$ cat src/mem_err_log_pkg.sv
// constants, field layout and carrier types for the memory error logging bank block
package mem_err_log_pkg;
  // bank numbering and bank split between the two controllers
  localparam int BANKS_PER_CTRL = 4;
  localparam int NUM_BANKS      = 2 * BANKS_PER_CTRL;
  localparam int FIRST_BANK_NUM = 9;  // first controller owns banks 9..12, second 13..16
  // bus geometry
  localparam int ADR_W = 8;
  localparam int DAT_W = 32;
  // register map: each bank takes four words (status lo/hi, detail lo/hi)
  localparam logic [7:0] BANK_SPAN_OFS   = 8'h10;
  localparam logic [1:0] WORD_STATUS_LO  = 2'h0;
  localparam logic [1:0] WORD_STATUS_HI  = 2'h1;
  localparam logic [1:0] WORD_DETAIL_LO  = 2'h2;
  localparam logic [1:0] WORD_DETAIL_HI  = 2'h3;
  localparam logic [7:0] BANK_AREA_END   = 8'h80;
  localparam logic [7:0] CTRL_OFS        = 8'h80;  // extra_logging_control
  localparam logic [7:0] IRQ_STATUS_OFS  = 8'h84;
  localparam logic [7:0] IRQ_MASK_OFS    = 8'h88;
  localparam int         CTRL_EXTRA_BIT  = 1;
  localparam logic [31:0] CTRL_RESET     = 32'h0000_0000;
  // architectural error code pattern 000F 0000 1MMM CCCC
  localparam logic [15:0] ARCH_MEM_MARK  = 16'h0080;
  // model-specific error codes, status bits 31:16
  localparam logic [15:0] MSC_ADDR_PARITY      = 16'h0001;
  localparam logic [15:0] MSC_HA_WR_DATA_PAR   = 16'h0002;
  localparam logic [15:0] MSC_HA_WR_BE_PAR     = 16'h0004;
  localparam logic [15:0] MSC_SCRUB_CORR       = 16'h0008;
  localparam logic [15:0] MSC_SCRUB_UNCORR     = 16'h0010;
  localparam logic [15:0] MSC_SPARE_CORR       = 16'h0020;
  localparam logic [15:0] MSC_SPARE_UNCORR     = 16'h0040;
  localparam logic [15:0] MSC_READ_CORR        = 16'h0080;
  localparam logic [15:0] MSC_BUFFER_PARITY    = 16'h0100;
  // detail register field positions
  localparam int DET_BUF_LSB   = 9;
  localparam int DET_MASK1_LSB = 14;
  localparam int DET_MASK2_LSB = 30;
  localparam int DET_RANK1_LSB = 46;
  localparam int DET_RANK2_LSB = 51;
  localparam int DET_VALID1    = 62;
  localparam int DET_VALID2    = 63;
  localparam int STS_DEV_LSB   = 32;  // status 36:32, bit 37 reserved
  // error causes reported by the controllers
  typedef enum logic [3:0] {
    CAUSE_ADDR_PARITY, CAUSE_HOME_AGENT_WR_DATA, CAUSE_HOME_AGENT_WR_BE,
    CAUSE_SCRUB_CORR, CAUSE_SCRUB_UNCORR, CAUSE_SPARE_CORR, CAUSE_SPARE_UNCORR,
    CAUSE_READ_CORR, CAUSE_BUFFER_PARITY
  } errCause_e;
  // one error report from a controller
  typedef struct packed {
    logic        valid;
    logic        ctrlSel;     // 0 first controller, 1 second
    logic [1:0]  bankInCtrl;
    errCause_e   cause;
    logic [2:0]  txnType;     // MMM
    logic [3:0]  channel;     // CCCC
    logic [4:0]  deviceCode;
    logic [15:0] bitMask;
    logic [4:0]  rank;
    logic [4:0]  bufferId;
  } errEvent_s;
  // classic wishbone request from the master
  typedef struct packed {
    logic             cyc;
    logic             stb;
    logic             we;
    logic [ADR_W-1:0] adr;
    logic [3:0]       sel;
    logic [DAT_W-1:0] dat;
  } wbReq_s;
endpackage : mem_err_log_pkg

$ cat src/memory_ctrl_error_logging.sv
// memory controller error logging banks with wishbone register access and interrupt
//
// Local design decisions: the Wishbone interface to the registers and the placing of the registers.
`timescale 1ns/1ps
// How it works
// - controller one banks 9-12, two 13-16
// - status 15:0 holds 1MMM CCCC code
// - codes 001H, 002H, 004H for parity faults
// - patrol scrub: corrected 008H, uncorrected 010H
// - spare: corrected 020H, uncorrected 040H
// - corrected read 080H only with extra logging
// - write buffer parity reports code 100H
// - control bit 1 enables extra detail
// - status 36:32 first device code, 37 reserved
// - detail 13:9 buffer id or second device
// - detail bit masks 29:14 and 45:30
// - detail ranks 50:46 and 55:51
// - detail bit 62 first device valid
// - detail bit 63 second valid, after first
module memory_ctrl_error_logging
  import mem_err_log_pkg::*;
#(
  parameter int NBANK = NUM_BANKS
) (
  input  wire logic             clk_sys,   // 25 MHz system clock
  input  wire logic             rst_n,     // synchronous, active low
  input  wire errEvent_s        errEvent,  // error report, same clock domain
  input  wire wbReq_s           wbReq,     // wishbone request
  output logic                  wbAck,     // wishbone acknowledge
  output logic [DAT_W-1:0]      wbDatOut,  // wishbone read data
  output logic                  irq        // level interrupt
);

  // model-specific code for a cause
  // an unknown cause gives zero, so a corrupt report still logs its pattern
  function automatic logic [15:0] msCodeOf(input errCause_e c);
    case (c)
      CAUSE_ADDR_PARITY:        msCodeOf = MSC_ADDR_PARITY;
      CAUSE_HOME_AGENT_WR_DATA: msCodeOf = MSC_HA_WR_DATA_PAR;
      CAUSE_HOME_AGENT_WR_BE:   msCodeOf = MSC_HA_WR_BE_PAR;
      CAUSE_SCRUB_CORR:         msCodeOf = MSC_SCRUB_CORR;
      CAUSE_SCRUB_UNCORR:       msCodeOf = MSC_SCRUB_UNCORR;
      CAUSE_SPARE_CORR:         msCodeOf = MSC_SPARE_CORR;
      CAUSE_SPARE_UNCORR:       msCodeOf = MSC_SPARE_UNCORR;
      CAUSE_READ_CORR:          msCodeOf = MSC_READ_CORR;
      CAUSE_BUFFER_PARITY:      msCodeOf = MSC_BUFFER_PARITY;
      default:                  msCodeOf = 16'h0000;
    endcase
  endfunction : msCodeOf

  // byte-lane merge of a write into a word
  // lanes whose select is low keep their old contents
  function automatic logic [31:0] laneMerge(input logic [31:0] old, input logic [31:0] wr,
                                            input logic [3:0] sel);
    logic [31:0] r;
    r = old;
    for (int i = 0; i < 4; i++) begin
      if (sel[i]) begin
        r[8*i +: 8] = wr[8*i +: 8];
      end
    end
    laneMerge = r;
  endfunction : laneMerge

  // ---- bus decode ----
  // register map, byte addresses:
  //   bank index i (bank number 9+i) at 0x10*i: +0 status low, +4 status high,
  //   +8 detail low, +C detail high
  //   0x80 extra_logging_control, 0x84 interrupt status, 0x88 interrupt mask
  // every access, mapped or not, is acknowledged after one wait state, so a
  // master never hangs on a stray address; the price is that software gets no
  // error response for a wrong address
  logic              ackR;                   // registered acknowledge
  logic [DAT_W-1:0]  rdDataR;                // registered read data
  wire               busReq   = wbReq.cyc & wbReq.stb;
  wire               wrCommit = busReq & wbReq.we & ackR;  // write lands on the ack edge
  wire [2:0]         adrBank  = wbReq.adr[6:4];
  wire [1:0]         adrWord  = wbReq.adr[3:2];
  wire               inBanks  = (wbReq.adr < BANK_AREA_END);
  wire               hitCtrl  = (wbReq.adr == CTRL_OFS);
  wire               hitIrqSt = (wbReq.adr == IRQ_STATUS_OFS);
  wire               hitIrqMk = (wbReq.adr == IRQ_MASK_OFS);
  // writing the status low word of a bank clears that bank for the next error
  wire               bankClrHit = wrCommit & inBanks & (adrWord == WORD_STATUS_LO)
                                  & (wbReq.sel != 4'h0);

  // ---- software registers ----
  // only bit 1 of the control word acts; the other bits are kept so that
  // software reads back what it wrote
  logic [31:0]       ctrlR;                  // extra_logging_control
  logic [NBANK-1:0]  irqStatR;               // sticky per-bank logged events
  logic [NBANK-1:0]  irqMaskR;               // per-bank interrupt enables
  wire               extraOn = ctrlR[CTRL_EXTRA_BIT];

  // ---- event routing ----
  // a report is taken in the cycle its valid bit is high; there is no queue,
  // the controllers send at most one report per cycle
  // banks 0..3 here are bank numbers 9..12, 4..7 are 13..16
  wire [2:0]  evtBank = {errEvent.ctrlSel, errEvent.bankInCtrl};
  // corrected read errors are only reported while extra logging is on
  wire        evtTake = errEvent.valid & ((errEvent.cause != CAUSE_READ_CORR) | extraOn);
  wire [15:0] evtArch = ARCH_MEM_MARK | {9'h000, errEvent.txnType, errEvent.channel};
  wire [15:0] evtMsc  = msCodeOf(errEvent.cause);
  wire        evtIsRd = (errEvent.cause == CAUSE_READ_CORR);
  // parity faults on buffered writes carry the buffer identifier
  wire        evtBufId = (errEvent.cause == CAUSE_HOME_AGENT_WR_DATA)
                         | (errEvent.cause == CAUSE_HOME_AGENT_WR_BE)
                         | (errEvent.cause == CAUSE_BUFFER_PARITY);

  // ---- bank storage ----
  // each bank keeps the first report and, in extra mode, one follow-up
  // corrected read; anything later is dropped until software clears the bank,
  // so the log shows the oldest error rather than the newest
  logic [15:0] archR  [NBANK];  // architectural_error_code
  logic [15:0] mscR   [NBANK];  // model-specific cause
  logic [4:0]  devR   [NBANK];  // first failing device code
  logic [4:0]  bufR   [NBANK];  // buffer id or second device
  logic [15:0] mask1R [NBANK];  // first_device_bit_mask
  logic [15:0] mask2R [NBANK];  // second_device_bit_mask
  logic [4:0]  rank1R [NBANK];  // first_device_failing_rank
  logic [4:0]  rank2R [NBANK];  // second_device_failing_rank
  logic        val1R  [NBANK];  // first_device_info_valid
  logic        val2R  [NBANK];  // second_device_info_valid
  logic        usedR  [NBANK];  // bank holds an error
  logic [63:0] stsWord [NBANK]; // assembled bank_error_status
  logic [63:0] detWord [NBANK]; // assembled bank_error_detail
  logic [NBANK-1:0] firstCap;   // first error captured this cycle

  genvar b;
  generate
    for (b = 0; b < NBANK; b++) begin : g_bank
      wire hit   = evtTake & (evtBank == 3'(b));
      wire clr   = bankClrHit & (adrBank == 3'(b));
      // clearing and a new error together: the error wins and refills the bank
      wire first = hit & (~usedR[b] | clr);
      // a second corrected read fills the second-device slot once
      wire second = hit & ~first & evtIsRd & extraOn & val1R[b] & ~val2R[b];
      assign firstCap[b] = first;

      // bank capture; later errors beyond the second are not logged
      always_ff @(posedge clk_sys) begin
        if (!rst_n) begin
          usedR[b]  <= 1'b0;
          archR[b]  <= 16'h0000;
          mscR[b]   <= 16'h0000;
          bufR[b]   <= 5'h00;
        end else if (first) begin
          usedR[b]  <= 1'b1;
          archR[b]  <= evtArch;
          mscR[b]   <= evtMsc;
          bufR[b]   <= evtBufId ? errEvent.bufferId : 5'h00;
        end else if (second) begin
          bufR[b]   <= errEvent.deviceCode;
        end else if (clr) begin
          usedR[b]  <= 1'b0;
          archR[b]  <= 16'h0000;
          mscR[b]   <= 16'h0000;
          bufR[b]   <= 5'h00;
        end
      end

      // extra detail fields, forced clear whenever extra logging is off
      // clearing every cycle while off means stale detail in these fields can never
      // reappear once logging is switched on again; a second device code held in bufR stays
      always_ff @(posedge clk_sys) begin
        if (!rst_n || !extraOn || (clr && !first)) begin
          devR[b]   <= 5'h00;
          mask1R[b] <= 16'h0000;
          rank1R[b] <= 5'h00;
          val1R[b]  <= 1'b0;
          mask2R[b] <= 16'h0000;
          rank2R[b] <= 5'h00;
          val2R[b]  <= 1'b0;
        end else if (first) begin
          devR[b]   <= errEvent.deviceCode;
          mask1R[b] <= errEvent.bitMask;
          rank1R[b] <= errEvent.rank;
          val1R[b]  <= evtIsRd;
          mask2R[b] <= 16'h0000;
          rank2R[b] <= 5'h00;
          val2R[b]  <= 1'b0;
        end else if (second) begin
          mask2R[b] <= errEvent.bitMask;
          rank2R[b] <= errEvent.rank;
          val2R[b]  <= 1'b1;
        end
      end

      // register images; bit 37 and the architectural upper fields read zero
      assign stsWord[b] = {27'h0000000, devR[b], mscR[b], archR[b]};
      assign detWord[b] = {val2R[b], val1R[b], 6'h00, rank2R[b], rank1R[b],
                           mask2R[b], mask1R[b], bufR[b], 9'h000};
    end
  endgenerate

  // ---- control, interrupt status and mask ----
  always_ff @(posedge clk_sys) begin
    if (!rst_n) begin
      ctrlR    <= CTRL_RESET;
      irqMaskR <= '0;
    end else if (wrCommit) begin
      if (hitCtrl) begin
        ctrlR <= laneMerge(ctrlR, wbReq.dat, wbReq.sel);
      end
      if (hitIrqMk) begin
        irqMaskR <= NBANK'(laneMerge(32'(irqMaskR), wbReq.dat, wbReq.sel));
      end
    end
  end

  // write one to clear; a capture in the same cycle keeps its bit set
  // only a first capture sets a bit: a second-device fill adds detail to an
  // error already signalled and raises nothing new
  wire [NBANK-1:0] irqW1c = (wrCommit & hitIrqSt & wbReq.sel[0]) ? wbReq.dat[NBANK-1:0] : '0;
  always_ff @(posedge clk_sys) begin
    if (!rst_n) begin
      irqStatR <= '0;
    end else begin
      irqStatR <= (irqStatR & ~irqW1c) | firstCap;
    end
  end

  assign irq = |(irqStatR & irqMaskR);

  // ---- read path ----
  // the mux is combinational from registers; its result is caught in rdDataR
  // on the request edge, so a capture one cycle later is not seen by a read
  // already in flight
  wire [63:0] selSts  = stsWord[adrBank];
  wire [63:0] selDet  = detWord[adrBank];
  wire [31:0] bankRd  = (adrWord == WORD_STATUS_LO) ? selSts[31:0]  :
                        (adrWord == WORD_STATUS_HI) ? selSts[63:32] :
                        (adrWord == WORD_DETAIL_LO) ? selDet[31:0]  : selDet[63:32];
  // unmapped addresses read zero and are acknowledged
  wire [31:0] readMux = inBanks  ? bankRd :
                        hitCtrl  ? ctrlR  :
                        hitIrqSt ? 32'(irqStatR) :
                        hitIrqMk ? 32'(irqMaskR) : 32'h0000_0000;

  // one wait state: data is sampled on the request edge, ack follows
  always_ff @(posedge clk_sys) begin
    if (!rst_n) begin
      ackR    <= 1'b0;
      rdDataR <= '0;
    end else begin
      ackR <= busReq & ~ackR;
      if (busReq & ~ackR) begin
        rdDataR <= readMux;
      end
    end
  end

  assign wbAck    = ackR;
  assign wbDatOut = rdDataR;
endmodule : memory_ctrl_error_logging

$ cat config.mk
export PLATFORM = sky130hd
export DESIGN_NAME = memory_ctrl_error_logging
export DESIGN_NICKNAME = d
export VERILOG_FILES = /design/src/mem_err_log_pkg.sv /design/src/memory_ctrl_error_logging.sv
export SDC_FILE = /design/constraint.sdc
export NUM_CORES = 1
export LEC_CHECK = 0
export BUFFER_PORTS_ARGS = -buffer_cell sky130_fd_sc_hd__buf_2
export CAP_MARGIN = 20
export CORE_AREA = 5 5 278 280
export CTS_BUF_LIST = sky130_fd_sc_hd__clkbuf_4 sky130_fd_sc_hd__clkbuf_8
export DETAILED_ROUTE_END_ITERATION = 8
export DIE_AREA = 0 0 283 285
export PLACE_DENSITY = 0.65
export REMOVE_ABC_BUFFERS = 1
export SLEW_MARGIN = 40
export SYNTH_ARGS = -nofsm -noshare
export SYNTH_HDL_FRONTEND = slang
export SYNTH_SLANG_ARGS = --single-unit
$ cat constraint.sdc
create_clock -name clk_sys -period 4.84 [get_ports clk_sys]
set_input_delay 0.242 -clock clk_sys [delete_from_list [all_inputs] [get_ports clk_sys]]
set_output_delay 0.242 -clock clk_sys [all_outputs]
set_load 0.005 [all_outputs]
==> impl_metrics.toml, run 1 <==
[run_status]
status = "finished, final reports clean"

[grt]
grt_antenna_before_repair = 11
grt_util_all_layers_pct = 22.5
grt-ovfl-total = 0
grt_max_degree = 101
grt_pass1_wl_um = 135000
grt_pass1_vias = 19660

[floorplan]
std_cell_rows = 100
start_util_pct = 39.8
design.die.area_mm2 = 0.0807
die_height_um = 285
die_w_um = 283
pin_count = 129
coreArea_mm2 = 0.0742

[synthesis]
synthSimpleGateAreaFrac_pct = 15.3
synthTopCellsByCount = "edfxtp_1 (568), and2_1 (356), nand2_1 (173), mux4_2 (145), clkbuf_1 (119)"
synthXorXnorAreaFrac_pct = 0.0297
synth_enable_flop_cells = 568
post_synth_mux_area_share_pct = 12.8
synth_adder_area_share_pct = 0
synth_area_leaders = "edfxtp_1 (58%), mux4_2 (11%), and2_1 (7.5%)"
yosysMostFrequentCell = "edfxtp_1"
synthFlopType = "edfxtp_1"
yosysSeqAreaShare_pct = 63.4
synth_compound_area_share_pct = 5.79
yosysWarnings = 0
synth_top_area_share_pct = 57.8
syn_inst = 2142
yosysTopAreaCell = "edfxtp_1"
ys_seq_elements = 650
synth_top_family_by_area = "simple AND/OR/NAND/NOR gates"
synthArstFlopShare_pct = 0
post_synth_num_cell_types = 69
syn_avg_cell_area_um2 = 13.8
synth_area_mm2 = 0.0295

[timing]
tns_ns = 0
drv_slew = 0
min_period_over_period_pct = 67.2
rsz0062_at_grt = "false"
hold_viol = 0
finalClockSkew_ns = 0.0422
fin_crit_ns = 3.25
slew_headroom_pct = 33.3
setup_viol = 0
timing.fmax_ghz = 0.307
tightest_slew_ns = 0.998

[power_and_ir_drop]
p_int_uw = 9090
switching_share_pct = 22.9
leakage_uw = 0.0133
p_per_area_mw_per_mm2 = 345
p_clk_share_pct = 42.5
pwr-share-comb_pct = 5.4
peakVddDrop_uv = 200
p_switching_uw = 2700
p_seq_share_pct = 52.2

[clocking]
insertion_delay_ns = 0.73
cts_root_buffer = "clkbuf_8"
cts-buffers-inserted = 103
clockBufferDepth = 3
path_clk_slew_ns = 0.07
tritoncts = "yes"
htreeDepth = 3
post-cts-setup-buffer-count = 0
clock_sinks = 650

[route]
drc = 0
dr.first_iter.drc_count = 2171
wl_per_cell_um = 27.3
wirelength_um = 92900
vias = 19505
firstDrtPassIters = 6
ant_nets = 0
avgViaCountPerCell = 5.74

[finish]
final_cells = 3399
layout.nets = 2431
layout-drive-gt1-share_pct = 23.0
syn2layout_area_growth_pct = 15.7

[setup_path]
path_class = "reg2reg"
critPathCaptureType = "flip-flop"
start_kind = "flip-flop"
crit_arrival_ns = 3.82
critPathMaxFanout = 13
cp.required_ns = 5.41

[place]
place_inst = 3136
place.gp.congestion = 0.890
dpl.hpwl_um = 58800
io_buffers = 128

[hold_path]
hp-class = "in2reg"

[run]
max_cap_violations = 0
## sequential cells by signal (all words and copies together), names as in the netlist, 40 cells and up
| register | cells |
|---|---|
| bufR | 40 |
| mask1R | 128 |
| mask2R | 128 |
| devR | 40 |
| mscR | 72 |
| archR | 60 |
| rank1R | 40 |
| rank2R | 40 |
## path summary, 6_finish.rpt
check / startpoint / endpoint / slack (ns) / depth (start not counted)
max: wbAck / archR[0][9] / 1.59 / 6
min: errEvent[13] / mask1R[0][35] / 0.05 / 2
max reg2reg: wbAck / archR[0][9] / 1.59 / 6
min reg2reg: ctrlR[31] / ctrlR[31] / 0.45 / 2
## layout by cell type (no fill, tap or decap), types with 8 or more instances in the layout
| cell type | instances |
|---|---|
| edfxtp_1 | 568 |
| buf_4 | 60 |
| nor3_2 | 9 |
| dlygate4sd3_1 | 63 |
| inv_2 | 10 |
| and2_1 | 355 |
| nor2_1 | 112 |
| clkinv_1 | 26 |
| o221a_2 | 8 |
| clkbuf_8 | 112 |
| dfxtp_1 | 82 |
| nand3_1 | 31 |
| a22oi_1 | 11 |
| nor2b_1 | 9 |
| buf_2 | 126 |
| a21oi_1 | 83 |
| mux4_2 | 145 |
| mux2i_1 | 50 |
| clkbuf_4 | 36 |
| nand2_1 | 171 |
| nor3_1 | 9 |
| o2bb2ai_1 | 10 |
| o21ai_0 | 43 |
| inv_1 | 19 |
| a2111oi_0 | 9 |
| and3_1 | 88 |
| o22ai_1 | 41 |
## routing by layer
layer | GRT usage [%] | share of wire, %
met1 | 29.7 | 40
met2 | 36.4 | 47
met3 | 5.25 | 9.0
met4 | 8.78 | 4.1
met5 | 0 | 0.052
## timing repair
action | in CTS | in global routing
hold buffers | 63 | 0
endpoints found under the hold margin | 313 | 0
resized for setup | 0 | 0
## power groups by stage
stage / Clock (uW) / Sequential, uW / Combinational, uW
floorplan: 0 / 6250 / 241
global placement: 0 / 6270 / 578
detailed placement: 0 / 6270 / 586
CTS: 5070 / 6150 / 627
global route: 5330 / 6160 / 668
finish: 5010 / 6150 / 632
## worst max-delay path: stages, from the launching register on
cell and delay [ns]:
dfxtp_1 0.42, and4_1 0.51, nand4_2 0.40, o21ai_1 0.51, nand3_1 0.58, inv_1 0.47, and2_1 0.19
## area by class of cell
| class | count | area, um^2 |
|---|---|---|
| clock inverter | 47 | 409 |
| multi-input combinational | 1297 | 10100 |
| timing repair buffer | 254 | 1800 |
| clock buffer | 148 | 1810 |
| antenna | 4 | 10.0 |
| inverter | 30 | 113 |
| fill | 6510 | 40000 |
| sequential | 650 | 18700 |
| tap | 969 | 1210 |
## cell families after synthesis
group,after synthesis
and+or+nand+nor,836
muxes,197
DFF,650
AOI/OAI and AO/OA,263
xor gates and xnor gates,1
buffers and inverters,195
## stage by stage
stage          hold slack, ns  setup WS (ns)  total power [uW]  utilization (%)  cell area (um^2)
2_1_floorplan           0.378          0.670              6490                -             28800
3_3_place_gp            0.440           1.44              6850             42.1             31300
3_5_place_dp            0.449           1.37              6860             42.1             31300
4_1_cts              0.000762           1.66             11900             46.0             34100
5_1_grt                0.0341           1.40             12200             46.0             34200
6_report               0.0510           1.59             11800             46.0             34200
Power figures use the tool's default switching activity.
==> run 2: changes to the inputs <==
Clock period 4.84 ns to 3 ns, I/O delays scaled along.
==> run 2 against run 1 <==
  * The flow now finishes with violations (design-rule violations)
  * Critical endpoint is now mask1R[0][44]
  * Sequential power grew 61%
  * Largest cell class unchanged
  * First-iteration DRC count shrank 2.5%
  * Largest power group unchanged
  * Power grew 57%
  * Clock-buffer cell count shrank 12
  * Register-to-register slack lost 1.4 ns
  * Final area grew 1.5%
  * Clock power grew 51%
==> impl_metrics.toml, run 2 (synthesized netlist as in run 1, its figures left out) <==
[run_status]
status = "finished, violations left"
violations = "design-rule violations"

[route]
wirelength_um = 91000
avgViaCountPerCell = 5.81
ant_nets = 0
dr.first_iter.drc_count = 2117
firstDrtPassIters = 9
wl_per_cell_um = 26.3
vias = 20112
drc = 1

[setup_path]
path_class = "reg2reg"
critPathCaptureType = "flip-flop"
cp.required_ns = 3.56
cp_top_family = "simple AND/OR/NAND/NOR gates"
critPathMaxStageDelay_ns = 0.54
crit_arrival_ns = 3.39
path_buf_inv = 1
critPathMaxFanout = 26
cp_slowest_cell = "and4_1"
cp_cell_sequence = "and4_1 -> nand4_2 -> o21a_1 -> nor3_2 -> buf_4 -> and2_1"
start_kind = "flip-flop"

[finish]
final_cell_mix = "edfxtp_1 (568), and2_1 (355), nand2_1 (173), mux4_2 (145), buf_2 (126)"
layout-drive-gt1-share_pct = 23.5
final_core_utilization_pct = 46.7
syn2layout_area_growth_pct = 17.5
final_common_cell = "edfxtp_1"
nFillCells = 6434
finalInstanceArea_mm2 = 0.0347
reg.largest.list = "mask1R (128), mask2R (128), mscR (72)"
layout.nets = 2502

[grt]
gr-usage-met2_pct = 35.8
grt_antenna_before_repair = 7
grt_pass1_vias = 20362
grt_pass1_wl_um = 134000
grt-ovfl-total = 0
grt_util_all_layers_pct = 22.1
grt.busiest_layer = "met2"
grt_util_met3_pct = 4.05
grt_max_degree = 55
grt_use_met1_pct = 29.6

[timing]
timing.fmax_ghz = 0.353
fin_crit_ns = 2.84
setup_viol = 0
tns_ns = 0
rsz0062_at_grt = "false"
tightest_slew_ns = 0.723
drv_slew = 0
finalClockSkew_ns = 0.0508
min_period_over_period_pct = 94.6
whs_ns = 0.0571
slew_headroom_pct = 50.5
hold_viol = 0

[clocking]
clockBufferDepth = 3
cts_root_buffer = "clkbuf_8"
tritoncts = "yes"
clock_sinks = 650
htreeDepth = 3
path_clk_slew_ns = 0.06
cts-buffers-inserted = 101
cts_resized = 0
insertion_delay_ns = 0.72

[power_and_ir_drop]
p_per_area_mw_per_mm2 = 535
leakage_uw = 0.0137
peakVddDrop_uv = 323
p_clk_share_pct = 40.8
switching_share_pct = 22.8
p_switching_uw = 4240
p_int_uw = 14300
p_seq_share_pct = 53.5
pwr-share-comb_pct = 5.8
total_power_uw = 18600

[floorplan]
std_cell_rows = 100
start_util_pct = 39.8
die_height_um = 285
die_w_um = 283
design.die.area_mm2 = 0.0807
coreArea_mm2 = 0.0742
pin_count = 129

[place]
dpl.hpwl_um = 58700
io_buffers = 128
place.gp.congestion = 0.973
placedInstanceArea_mm2 = 0.0318

[hold_path]
hp-class = "in2reg"

[run]
max_cap_violations = 0
run 2: worst paths after layout:
check                                      to    startpoint  depth (start not counted)  slack, ns
worst max-delay path            mask1R[0][44]         wbAck                          6       0.16
worst min-delay path               mscR[1][3]  errEvent[38]                          3       0.06
worst min register to register      ctrlR[30]     ctrlR[30]                          2       0.45
worst max register to register  mask1R[0][44]         wbAck                          6       0.16
run 2: worst reg2reg max path, stage by stage, from the launching register on:
cell and delay, ns:
dfxtp_1 0.42, and4_1 0.54, nand4_2 0.35, o21a_1 0.52
nor3_2 0.25, buf_4 0.40, and2_1 0.20
run 2: power by group through the flow:
stage	sequential [uW]	combinational (uW)	clock (uW)
after floorplan	10100	389	0
after global routing	9920	1130	8080
final	9920	1070	7560
after detailed placement	10100	978	0
after global placement	10100	964	0
after CTS	9920	1060	7650
run 2: cell type report:
cell class / count / area, um^2 / share of cell area, %
Clock buffer: 136 / 1670 / 4.82
Inverter: 30 / 113 / 0.325
Timing Repair Buffer: 327 / 2510 / 7.24
Clock inverter: 46 / 350 / 1.01
Sequential cell: 650 / 18700 / 53.9
Multi-Input combinational cell: 1297 / 10100 / 29.1
Tap cell: 969 / 1210 / 3.50
Antenna cell: 7 / 17.5 / 0.0505
run 2: stage by stage:
stage          std cells  setup WS (ns)
4_1_cts             3453          0.114
3_5_place_dp        3187          0.119
6_report            3462          0.163
3_3_place_gp        3187          0.213
2_1_floorplan       1977          -1.17
5_1_grt             3459         0.0437
run 2: routing by layer:
metal | vias to the layer above | wire length (um)
li1 | 8570 | -
met1 | 10153 | 36100
met2 | 1163 | 42700
met3 | 224 | 8400
met4 | 2 | 3890
met5 | - | 12
run 2: repair_timing:
item	4_1_cts	5_1_grt
setup endpoints to repair	0	22
setup buffers	0	2
endpoints found under the hold margin	512	0
hold buffers	84	0
